--- src/hw/cifc_params.svh ---
// Constants for the CPU interrupt flag control block.
// Assumes inclusion by bare name from the package and the top module.
`ifndef CIFC_PARAMS_SVH
`define CIFC_PARAMS_SVH

`define CIFC_ADDR_W 12
`define CIFC_OFF_FLAG 12'h000
`define CIFC_OFF_INT_SP 12'h004
`define CIFC_OFF_USER_SP 12'h008
`define CIFC_OFF_ASP 12'h00C
`define CIFC_OFF_SWI 12'h010
`define CIFC_OFF_STAT 12'h014
`define CIFC_OFF_BANK 12'h020
`define CIFC_OFF_BANK_LAST 12'h038

`define CIFC_FLAG_EN 0
`define CIFC_FLAG_STK 1
`define CIFC_FLAG_RSV 2
`define CIFC_FLAG_LVL_LO 4
`define CIFC_FLAG_LVL_HI 6
`define CIFC_FLAG_BANK 7

`define CIFC_RST_LEVEL 3'h0
`define CIFC_RST_SP 16'h0000
`define CIFC_RST_VEC 6'h00
`define CIFC_SWI_LOW_MAX 6'h1F
`define CIFC_BANK_REGS 7
`define CIFC_BANKS 2

`define CIFC_RESP_OKAY 2'h0
`define CIFC_RESP_SLVERR 2'h2

`endif

--- src/hw/cifc_pkg.sv ---
// Types and decode helpers for the CPU interrupt flag control block.
// Assumes cifc_params.svh is on the include path.
`include "cifc_params.svh"

package cifc_pkg;

	typedef enum logic [2:0] {
		CIFC_R_FLAG,
		CIFC_R_INT_SP,
		CIFC_R_USER_SP,
		CIFC_R_ASP,
		CIFC_R_SWI,
		CIFC_R_STAT,
		CIFC_R_BANK,
		CIFC_R_NONE
	} cifc_reg_t;

	// Shared by the read and the write path
	function automatic cifc_reg_t cifc_decode(input logic [11:0] addr);
		cifc_reg_t sel;
		sel = CIFC_R_NONE;
		if (addr[1:0] == 2'h0) begin
			if (addr == `CIFC_OFF_FLAG) sel = CIFC_R_FLAG;
			else if (addr == `CIFC_OFF_INT_SP) sel = CIFC_R_INT_SP;
			else if (addr == `CIFC_OFF_USER_SP) sel = CIFC_R_USER_SP;
			else if (addr == `CIFC_OFF_ASP) sel = CIFC_R_ASP;
			else if (addr == `CIFC_OFF_SWI) sel = CIFC_R_SWI;
			else if (addr == `CIFC_OFF_STAT) sel = CIFC_R_STAT;
			else if (addr >= `CIFC_OFF_BANK && addr <= `CIFC_OFF_BANK_LAST) sel = CIFC_R_BANK;
		end
		return sel;
	endfunction : cifc_decode

	function automatic logic [15:0] cifc_merge16(input logic [15:0] old, input logic [15:0] wd,
		input logic [1:0] strb);
		logic [15:0] res;
		res = old;
		if (strb[0]) res[7:0] = wd[7:0];
		if (strb[1]) res[15:8] = wd[15:8];
		return res;
	endfunction : cifc_merge16

endpackage : cifc_pkg

--- src/hw/cifc_bank_if.sv ---
// Carrier between the flag control top and its banked register store.
// Assumes both ends run on the same clock.
`timescale 1ns/1ns

interface cifc_bank_if;
	logic wr_en;
	logic [2:0] wr_idx;
	logic [1:0] wr_strb;
	logic [15:0] wdata;
	logic [2:0] rd_idx;
	logic bank;
	logic [15:0] rdata;

	modport ctrl(output wr_en, output wr_idx, output wr_strb, output wdata, output rd_idx, output bank,
		input rdata);
	modport store(input wr_en, input wr_idx, input wr_strb, input wdata, input rd_idx, input bank,
		output rdata);
endinterface : cifc_bank_if

--- src/hw/cifc_bank.sv ---
// Two banks of seven 16-bit registers: four general, two address, frame base.
// Assumes the top writes indexes 0 to 6 only and ignores what a read of index 7 returns.
`timescale 1ns/1ns
`include "cifc_params.svh"

module cifc_bank
	import cifc_pkg::*;
(
	input wire logic core_clk_in,
	input wire logic rstn_in,
	cifc_bank_if.store bus
);

	// Index 0..3 general_register_zero..three, 4/5 address_register_zero/one, 6 frame_base_register
	logic [15:0] mem [`CIFC_BANKS][`CIFC_BANK_REGS];

	genvar b;
	genvar r;
	generate
		for (b = 0; b < `CIFC_BANKS; b++) begin : g_bank
			for (r = 0; r < `CIFC_BANK_REGS; r++) begin : g_reg
				always_ff @(posedge core_clk_in or negedge rstn_in) begin
					if (!rstn_in) begin
						mem[b][r] <= 16'h0000;
					end else if (bus.wr_en && bus.bank == 1'(b) && bus.wr_idx == 3'(r)) begin
						mem[b][r] <= cifc_merge16(mem[b][r], bus.wdata, bus.wr_strb);
					end
				end
			end
		end
	endgenerate

	assign bus.rdata = mem[bus.bank][bus.rd_idx];

	chk_bank_write_lands: assert property (@(posedge core_clk_in) disable iff (!rstn_in)
		bus.wr_en && bus.wr_strb == 2'h3 |=> mem[$past(bus.bank)][$past(bus.wr_idx)] == $past(bus.wdata))
		else $error("banked register write lost");

endmodule : cifc_bank

--- src/hw/cifc_top.sv ---
// CPU flag logic for interrupt acceptance, stack select, priority level and banks.
// Assumes an AXI4-Lite master and an interrupt controller on core_clk_in.
//
// Local design decisions: the register offsets and the AXI4-Lite register port.
`timescale 1ns/1ns
`include "cifc_params.svh"

// Operation
// - Maskable interrupts are blocked while the enable flag is 0 and allowed while it is 1.
// - Acknowledging any interrupt clears the enable flag to 0.
// - Stack select 0 picks the interrupt stack pointer, 1 the user stack pointer.
// - Stack select clears on a hardware acknowledge and on a software interrupt numbered 0 to 31.
// - The processor priority level is a 3-bit field holding levels 0 to 7.
// - A request is enabled only when its priority is strictly above the processor priority level.
// - The reserved flag bit should be written as 0 and has no defined read value.
// - There are 13 registers, with general, address and frame base registers in two banks.
module cifc_top
	import cifc_pkg::*;
(
	input wire logic core_clk_in,
	input wire logic rstn_in,
	input wire logic [11:0] s_axi_awaddr_in,
	input wire logic s_axi_awvalid_in,
	output logic s_axi_awready_out,
	input wire logic [31:0] s_axi_wdata_in,
	input wire logic [3:0] s_axi_wstrb_in,
	input wire logic s_axi_wvalid_in,
	output logic s_axi_wready_out,
	output logic [1:0] s_axi_bresp_out,
	output logic s_axi_bvalid_out,
	input wire logic s_axi_bready_in,
	input wire logic [11:0] s_axi_araddr_in,
	input wire logic s_axi_arvalid_in,
	output logic s_axi_arready_out,
	output logic [31:0] s_axi_rdata_out,
	output logic [1:0] s_axi_rresp_out,
	output logic s_axi_rvalid_out,
	input wire logic s_axi_rready_in,
	input wire logic irq_req_in,
	input wire logic [2:0] irq_pri_in,
	input wire logic [5:0] irq_vec_in,
	output logic irq_ack_out,
	output logic [5:0] ack_vec_out,
	output logic [15:0] active_sp_out,
	output logic [2:0] level_out,
	output logic mask_enable_out
);

	logic enable_flag;
	logic stack_sel;
	logic [2:0] processor_priority_level;
	logic bank_sel;
	logic [15:0] interrupt_stack_pointer;
	logic [15:0] user_stack_pointer;
	logic [5:0] last_vec;
	logic aw_held;
	logic w_held;
	logic [11:0] aw_addr;
	logic [31:0] wd;
	logic [3:0] ws;
	logic bvalid;
	logic [1:0] bresp;
	logic rvalid;
	logic [1:0] rresp;
	logic [31:0] rdata;
	logic do_write;
	logic accept;
	logic swi_fire;
	logic flag_write;
	logic ar_take;
	cifc_reg_t wr_sel;
	cifc_reg_t rd_sel;
	logic [31:0] next_rdata;
	logic [15:0] active_sp;

	cifc_bank_if bank_bus();

	cifc_bank cifc_bank_inst (
		.core_clk_in(core_clk_in),
		.rstn_in(rstn_in),
		.bus(bank_bus.store)
	);

	// Write channel: address and data are taken independently, acted on once both are held
	assign s_axi_awready_out = !aw_held;
	assign s_axi_wready_out = !w_held;
	assign do_write = aw_held && w_held && !bvalid;
	assign wr_sel = cifc_decode(aw_addr);
	assign flag_write = do_write && wr_sel == CIFC_R_FLAG && ws[0];
	assign swi_fire = do_write && wr_sel == CIFC_R_SWI && ws[0];

	always_ff @(posedge core_clk_in or negedge rstn_in) begin
		if (!rstn_in) begin
			aw_held <= 1'b0;
			aw_addr <= 12'h000;
		end else if (s_axi_awvalid_in && !aw_held) begin
			aw_held <= 1'b1;
			aw_addr <= s_axi_awaddr_in;
		end else if (do_write) begin
			aw_held <= 1'b0;
		end
	end

	always_ff @(posedge core_clk_in or negedge rstn_in) begin
		if (!rstn_in) begin
			w_held <= 1'b0;
			wd <= 32'h00000000;
			ws <= 4'h0;
		end else if (s_axi_wvalid_in && !w_held) begin
			w_held <= 1'b1;
			wd <= s_axi_wdata_in;
			ws <= s_axi_wstrb_in;
		end else if (do_write) begin
			w_held <= 1'b0;
		end
	end

	always_ff @(posedge core_clk_in or negedge rstn_in) begin
		if (!rstn_in) begin
			bvalid <= 1'b0;
			bresp <= `CIFC_RESP_OKAY;
		end else if (do_write) begin
			bvalid <= 1'b1;
			bresp <= (wr_sel == CIFC_R_NONE) ? `CIFC_RESP_SLVERR : `CIFC_RESP_OKAY;
		end else if (s_axi_bready_in) begin
			bvalid <= 1'b0;
		end
	end

	assign s_axi_bvalid_out = bvalid;
	assign s_axi_bresp_out = bresp;

	assign accept = irq_req_in && enable_flag && (irq_pri_in > processor_priority_level);

	// Hardware events are applied last so they win over a software write in the same cycle
	always_ff @(posedge core_clk_in or negedge rstn_in) begin
		if (!rstn_in) begin
			enable_flag <= 1'b0;
			stack_sel <= 1'b0;
			processor_priority_level <= `CIFC_RST_LEVEL;
			bank_sel <= 1'b0;
		end else begin
			if (flag_write) begin
				enable_flag <= wd[`CIFC_FLAG_EN];
				stack_sel <= wd[`CIFC_FLAG_STK];
				processor_priority_level <= wd[`CIFC_FLAG_LVL_HI:`CIFC_FLAG_LVL_LO];
				bank_sel <= wd[`CIFC_FLAG_BANK];
			end
			if (swi_fire) begin
				enable_flag <= 1'b0;
				if (wd[5:0] <= `CIFC_SWI_LOW_MAX) begin
					stack_sel <= 1'b0;
				end
			end
			if (accept) begin
				enable_flag <= 1'b0;
				stack_sel <= 1'b0;
				processor_priority_level <= irq_pri_in;
			end
		end
	end

	always_ff @(posedge core_clk_in or negedge rstn_in) begin
		if (!rstn_in) begin
			irq_ack_out <= 1'b0;
			last_vec <= `CIFC_RST_VEC;
		end else begin
			irq_ack_out <= accept;
			if (accept) begin
				last_vec <= irq_vec_in;
			end
		end
	end

	always_ff @(posedge core_clk_in or negedge rstn_in) begin
		if (!rstn_in) begin
			interrupt_stack_pointer <= `CIFC_RST_SP;
			user_stack_pointer <= `CIFC_RST_SP;
		end else if (do_write) begin
			if (wr_sel == CIFC_R_INT_SP) begin
				interrupt_stack_pointer <= cifc_merge16(interrupt_stack_pointer, wd[15:0], ws[1:0]);
			end
			if (wr_sel == CIFC_R_USER_SP) begin
				user_stack_pointer <= cifc_merge16(user_stack_pointer, wd[15:0], ws[1:0]);
			end
		end
	end

	assign active_sp = stack_sel ? user_stack_pointer : interrupt_stack_pointer;

	assign ack_vec_out = last_vec;
	assign active_sp_out = active_sp;
	assign level_out = processor_priority_level;
	assign mask_enable_out = enable_flag;

	// bank access follows the bank flag
	assign bank_bus.wr_en = do_write && wr_sel == CIFC_R_BANK;
	assign bank_bus.wr_idx = aw_addr[4:2];
	assign bank_bus.wr_strb = ws[1:0];
	assign bank_bus.wdata = wd[15:0];
	assign bank_bus.rd_idx = s_axi_araddr_in[4:2];
	assign bank_bus.bank = bank_sel;

	// Read channel: one read in flight, answered the cycle after the address is taken
	assign s_axi_arready_out = !rvalid;
	assign ar_take = s_axi_arvalid_in && !rvalid;
	assign rd_sel = cifc_decode(s_axi_araddr_in);

	always_comb begin
		next_rdata = 32'h00000000;
		case (rd_sel)
			CIFC_R_FLAG: begin
				// Reserved bit reads as zero
				next_rdata[`CIFC_FLAG_EN] = enable_flag;
				next_rdata[`CIFC_FLAG_STK] = stack_sel;
				next_rdata[`CIFC_FLAG_LVL_HI:`CIFC_FLAG_LVL_LO] = processor_priority_level;
				next_rdata[`CIFC_FLAG_BANK] = bank_sel;
			end
			CIFC_R_INT_SP: next_rdata[15:0] = interrupt_stack_pointer;
			CIFC_R_USER_SP: next_rdata[15:0] = user_stack_pointer;
			CIFC_R_ASP: next_rdata[15:0] = active_sp;
			CIFC_R_STAT: begin
				next_rdata[0] = irq_req_in;
				next_rdata[13:8] = last_vec;
			end
			CIFC_R_BANK: next_rdata[15:0] = bank_bus.rdata;
			default: next_rdata = 32'h00000000;
		endcase
	end

	always_ff @(posedge core_clk_in or negedge rstn_in) begin
		if (!rstn_in) begin
			rvalid <= 1'b0;
			rdata <= 32'h00000000;
			rresp <= `CIFC_RESP_OKAY;
		end else if (ar_take) begin
			rvalid <= 1'b1;
			rdata <= next_rdata;
			rresp <= (rd_sel == CIFC_R_NONE) ? `CIFC_RESP_SLVERR : `CIFC_RESP_OKAY;
		end else if (s_axi_rready_in) begin
			rvalid <= 1'b0;
		end
	end

	assign s_axi_rvalid_out = rvalid;
	assign s_axi_rdata_out = rdata;
	assign s_axi_rresp_out = rresp;

	chk_ack_needs_enable: assert property (@(posedge core_clk_in) disable iff (!rstn_in)
		irq_ack_out |-> $past(enable_flag))
		else $error("acknowledge issued with enable flag low");

	chk_ack_clears_enable: assert property (@(posedge core_clk_in) disable iff (!rstn_in)
		irq_ack_out |-> !enable_flag && !mask_enable_out)
		else $error("enable flag not cleared on acknowledge");

	chk_active_sp_read: assert property (@(posedge core_clk_in) disable iff (!rstn_in)
		ar_take && rd_sel == CIFC_R_ASP |=> s_axi_rvalid_out &&
		s_axi_rdata_out[15:0] == ($past(stack_sel) ? $past(user_stack_pointer) : $past(interrupt_stack_pointer)))
		else $error("active stack pointer read wrong");

	chk_ack_clears_stack: assert property (@(posedge core_clk_in) disable iff (!rstn_in)
		irq_ack_out |-> !stack_sel)
		else $error("stack select not cleared on acknowledge");

	chk_swi_low_stack: assert property (@(posedge core_clk_in) disable iff (!rstn_in)
		swi_fire && wd[5:0] <= `CIFC_SWI_LOW_MAX |=> !stack_sel && !enable_flag)
		else $error("low software interrupt left flags set");

	chk_level_write: assert property (@(posedge core_clk_in) disable iff (!rstn_in)
		flag_write && !accept |=> level_out == $past(wd[6:4]))
		else $error("priority level field not written");

	chk_ack_priority: assert property (@(posedge core_clk_in) disable iff (!rstn_in)
		irq_ack_out |-> $past(irq_pri_in) > $past(processor_priority_level) && level_out == $past(irq_pri_in))
		else $error("acknowledge without higher priority");

	chk_reserved_zero: assert property (@(posedge core_clk_in) disable iff (!rstn_in)
		ar_take && rd_sel == CIFC_R_FLAG |=> s_axi_rdata_out[3:2] == 2'h0)
		else $error("reserved flag bit read nonzero");

	chk_pending_held: assert property (@(posedge core_clk_in) disable iff (!rstn_in)
		irq_req_in && !enable_flag |=> !irq_ack_out)
		else $error("masked request acknowledged");

	chk_pri_not_above: assert property (@(posedge core_clk_in) disable iff (!rstn_in)
		irq_req_in && irq_pri_in <= processor_priority_level |=> !irq_ack_out)
		else $error("request at or below level acknowledged");

	chk_ack_single_pulse: assert property (@(posedge core_clk_in) disable iff (!rstn_in)
		irq_ack_out |=> !irq_ack_out)
		else $error("acknowledge lasted more than one cycle");

	chk_swi_high_stack: assert property (@(posedge core_clk_in) disable iff (!rstn_in)
		swi_fire && wd[5:0] > `CIFC_SWI_LOW_MAX && !accept |=> stack_sel == $past(stack_sel))
		else $error("high software interrupt changed stack select");

endmodule : cifc_top

--- config.mk ---
export PLATFORM = sky130hd
export DESIGN_NAME = cifc_top
export DESIGN_NICKNAME = d
export VERILOG_FILES = /design/src/hw/cifc_pkg.sv /design/src/hw/cifc_bank_if.sv /design/src/hw/cifc_bank.sv /design/src/hw/cifc_top.sv
export VERILOG_INCLUDE_DIRS = /design/src /design/src/hw
export SDC_FILE = /design/constraint.sdc
export NUM_CORES = 1
export LEC_CHECK = 0
export BUFFER_PORTS_ARGS = -buffer_cell sky130_fd_sc_hd__buf_4
export CORE_AREA = 2 2 178 180
export CTS_CLUSTER_DIAMETER = 50
export DETAILED_ROUTE_END_ITERATION = 6
export DIE_AREA = 0 0 180 182
export PLACE_DENSITY = 0.69
export SLEW_MARGIN = 20
export SYNTH_ARGS = -nofsm -noshare
export SYNTH_HDL_FRONTEND = slang
export SYNTH_HIERARCHICAL = 1
export SYNTH_SLANG_ARGS = --single-unit
--- constraint.sdc ---
create_clock -name core_clk_in -period 2.9 [get_ports core_clk_in]
set_clock_uncertainty 0.05 [all_clocks]
set_input_delay 0.435 -clock core_clk_in [delete_from_list [all_inputs] [get_ports core_clk_in]]
set_output_delay 0.435 -clock core_clk_in [all_outputs]
set_load 0.02 [all_outputs]
==> qor.txt <==
Slew HR: 0.508
n_diodes: 0
clock share of power: 0.374
Max Slew Vio Count: 0
I/O pin total: 145
startpoint types: register
CP max-delay cell: dfrtp_1
largest net degree at the start of global routing: 71
Vias: 9630
clock period minus worst slack: 2740 ps
Yosys reg bits: 321
Worst Path Buf+Inv: 1
CTS tree: done
crit path capture type: register
post-DP HPWL: 24.5 mm
CP peak stage delay: 410 ps
Leak Pwr: 8.43 nW
Crit Reg-Reg Endpoint: cifc_bank_inst/mem[210]$_DFFE_PN0P_
Layout Nets: 1330
maximum vdd drop: 0.407 mV
Critical Path Start: aw_addr[10]$_DFFE_PN0P_
# setup viols final: 0
Max Buffers Root-to-Sink: 3
maxcap violations: 0
sw frac: 0.307
synth unique cells: 64
Hold Startpoint: s_axi_rready_in
FF+latch area: 8040 um^2
sequential power share: 0.476
dpl ws: 73.0 ps
port bufs: 108
# DRC: 0
Post-synth top cells: 321 x dfrtp_1, 305 x mux2_2, 53 x mux2i_1
Clock transition at path regs: 60 ps
Fill cells: 2437
Worst Path Arrival: 3080 ps
Combinational Power Share: 0.150
die height: 182 um
area of the die: 32800 um^2
H-Tree Level Count: 2
Ys Warns: 6
end of the worst hold path: s_axi_rvalid_out$_DFFE_PN0P_
first-pass GRT wire length: 56.5 mm
Global Route Usage Sum: 0.217
clk_lat worst skew: 520 ps
crit-path max FO: 9
CTS buffer count: 36
layout cells sized above 1: 0.468
Hold Path Depth: 2
Highest Clock Rate: 0.366 GHz
post-synth top area cell: dfrtp_1
antenna-violating nets left: 0
most area-consuming cells after synthesis: dfrtp_1 53%, mux2_2 22%, mux4_2 5.6%
vias in the first global route: 10100
reg-to-reg startpoint: aw_addr[10]$_DFFE_PN0P_
TritonRoute pass-1 iters: 5
status: finished clean
setup TNS: 0 ps
Syn Inst Count: 1115
drt initial violations: 621
antenna violations before repair: 0
post-synthesis sequential area ratio: 0.526
DP Area: 16700 um^2
total gr overflow: 0
die extent in x: 180 um
CP Cell Sequence: nor4_1 > and3_1 > and3_2 > nand2b_1 > buf_12 > nor3_1 > nand2_1 > mux2_2
final RePlAce weighted congestion: 0.846
pwr/cell area: 672 nW/um^2
area of the multi-input gates: 6810 um^2
Register-to-Register Setup Slack: 160 ps
Layout Area Growth over Synthesis: 17.1%
fraction of registers with async set/reset: 1.00
CTS root buf: clkbuf_16
Least-Margin Pin Slew: 738 ps
Final Hold Vio Count: 0
area share of the leading cell type in the synthesized netlist: 0.526
RSZ-0062 raised after global routing: no
Finished Cell Area: 17900 um^2
sw power: 0.00369 W
worst setup path class: register to register
Int Pwr: 0.00833 W
Synth Cell Area: 15300 um^2
Primary FF master, synth: dfrtp_1
Worst R2R Path Depth: 8
Via density: 5.74
Sink Count: 321
fin worst setup slack: 165 ps
Core Area: 31000 um^2
Top Family by Delay on Critical Path: simple AND/OR/NAND/NOR gates
EDFF count, synth: 0
Data required, critical path: 3250 ps
most frequent cell after synthesis: dfrtp_1
initial core utilization: 0.493
Placement Rows: 65
DRT Wirelength: 35.1 mm
Mapped Avg Cell Area: 13.7 um^2
WL/cell: 20.9 um
period utilization: 0.943
Hold WC Path Type: input pin to register
[logic make-up (layout without fill, tap and decap cells)]
group	Yosys count	after routing	synth area share
compound gates	142	142	0.0605
fa+ha+maj	4	4	0.00311
buf+inv	98	243	0.0336
flops	321	321	0.526
mux	398	398	0.317
other cells	1	18	0.000245
simple gates	151	151	0.0602
[cells in the final DEF, fill, tap and decap left out, types with 5 or more instances in the layout]
master | synthesis | final
nand2_1 | 44 | 44
a21oi_1 | 30 | 30
inv_1 | 14 | 14
nor3_4 | 7 | 7
nor2_2 | 10 | 10
clkbuf_16 | 0 | 37
o22ai_1 | 11 | 11
nand3_1 | 5 | 5
a221oi_1 | 6 | 6
buf_12 | 0 | 6
mux4_2 | 38 | 38
o32ai_1 | 10 | 10
mux2i_1 | 53 | 53
clkbuf_8 | 0 | 7
o21ai_1 | 6 | 6
buf_4 | 25 | 156
nor4_1 | 8 | 8
nor2_1 | 29 | 29
a22oi_1 | 10 | 10
o311ai_0 | 6 | 6
dfrtp_1 | 321 | 320
conb_1 | 1 | 18
mux2_2 | 305 | 305
clkinv_2 | 0 | 9
nor2b_1 | 10 | 9
nand2b_1 | 5 | 5
o21ai_0 | 35 | 35
clkbuf_1 | 34 | 6
[worst max-delay path by stage]
stage,endpoint,cells past startpoint
3_5_place_dp,cifc_bank_inst/mem[214]$_DFFE_PN0P_,8
5_1_grt,cifc_bank_inst/mem[210]$_DFFE_PN0P_,8
4_1_cts,cifc_bank_inst/mem[210]$_DFFE_PN0P_,8
3_3_place_gp,cifc_bank_inst/mem[208]$_DFFE_PN0P_,8
6_report,cifc_bank_inst/mem[210]$_DFFE_PN0P_,8
2_1_floorplan,cifc_bank_inst/mem[200]$_DFFE_PN0P_,7
[worst register-to-register path, delay by kind of cell, from the launching register on]
family                 cells  cell delay [ps]
AND/OR/NAND/NOR            6             1580
flip-flops                 1              410
multiplexers               1              400
buffers and inverters      1              170
[through the flow]
| step | power [W] | hold WS [ps] | instances | util |
|---|---|---|---|---|
| 4_1_cts | 0.0121 | 48.9 | 1679 | 0.578 |
| 6_report | 0.0120 | 68.3 | 1679 | 0.578 |
| 5_1_grt | 0.0125 | 61.1 | 1679 | 0.578 |
| 3_5_place_dp | 0.00759 | 369 | 1613 | 0.539 |
| 3_3_place_gp | 0.00753 | 368 | 1613 | 0.539 |
| 2_1_floorplan | 0.00661 | 89.4 | 1132 | - |
[metal layers]
metal / share of wire / wire [um] / vias up / track usage
met2: 0.48 / 16800 / 226 / 0.362
met3: 0.039 / 1370 / 44 / 0.0263
met1: 0.47 / 16400 / 4972 / 0.307
met4: 0.016 / 574 / 0 / 0.0517
met5: 0 / 0 / - / 0
li1: - / - / 4388 / -
[layout make-up]
type / instances / share of cell area
sequential: 321 / 0.449
multi-input combinational: 713 / 0.380
timing repair buffer: 164 / 0.0735
clock buffer: 50 / 0.0584
tap: 402 / 0.0281
clock inverter: 15 / 0.00783
inverter: 14 / 0.00294
[power groups by stage]
stage | registers (W) | clock network [W] | logic [W]
after floorplan | 0.00536 | 0 | 0.00125
after global placement | 0.00576 | 0 | 0.00177
after detailed placement | 0.00579 | 0 | 0.00180
after CTS | 0.00571 | 0.00458 | 0.00181
after global routing | 0.00581 | 0.00478 | 0.00194
final | 0.00572 | 0.00450 | 0.00180
[registers in the layout, summed over array words and instances (netlist names)]
signal                   count
s_axi_bvalid_out             1
stack_sel                    1
interrupt_stack_pointer     16
ws                           2
level_out                    3
ack_vec_out                  6
s_axi_rvalid_out             1
s_axi_rresp_out              1
aw_addr                     12
cifc_bank_inst/mem         224
s_axi_bresp_out              1
s_axi_rdata_out             16
mask_enable_out              1
user_stack_pointer          16
irq_ack_out                  1
w_held                       1
wd                          16
aw_held                      1
bank_bus.bank                1
[what timing repair did]
item	4_1_cts	5_1_grt
endpoints found under the setup margin	0	16
gates resized for setup	0	1
hold buffers	1	0
endpoints found under the hold margin	58	0
buffers inserted	0	0
No activity file was read; power rests on OpenSTA's default activity.
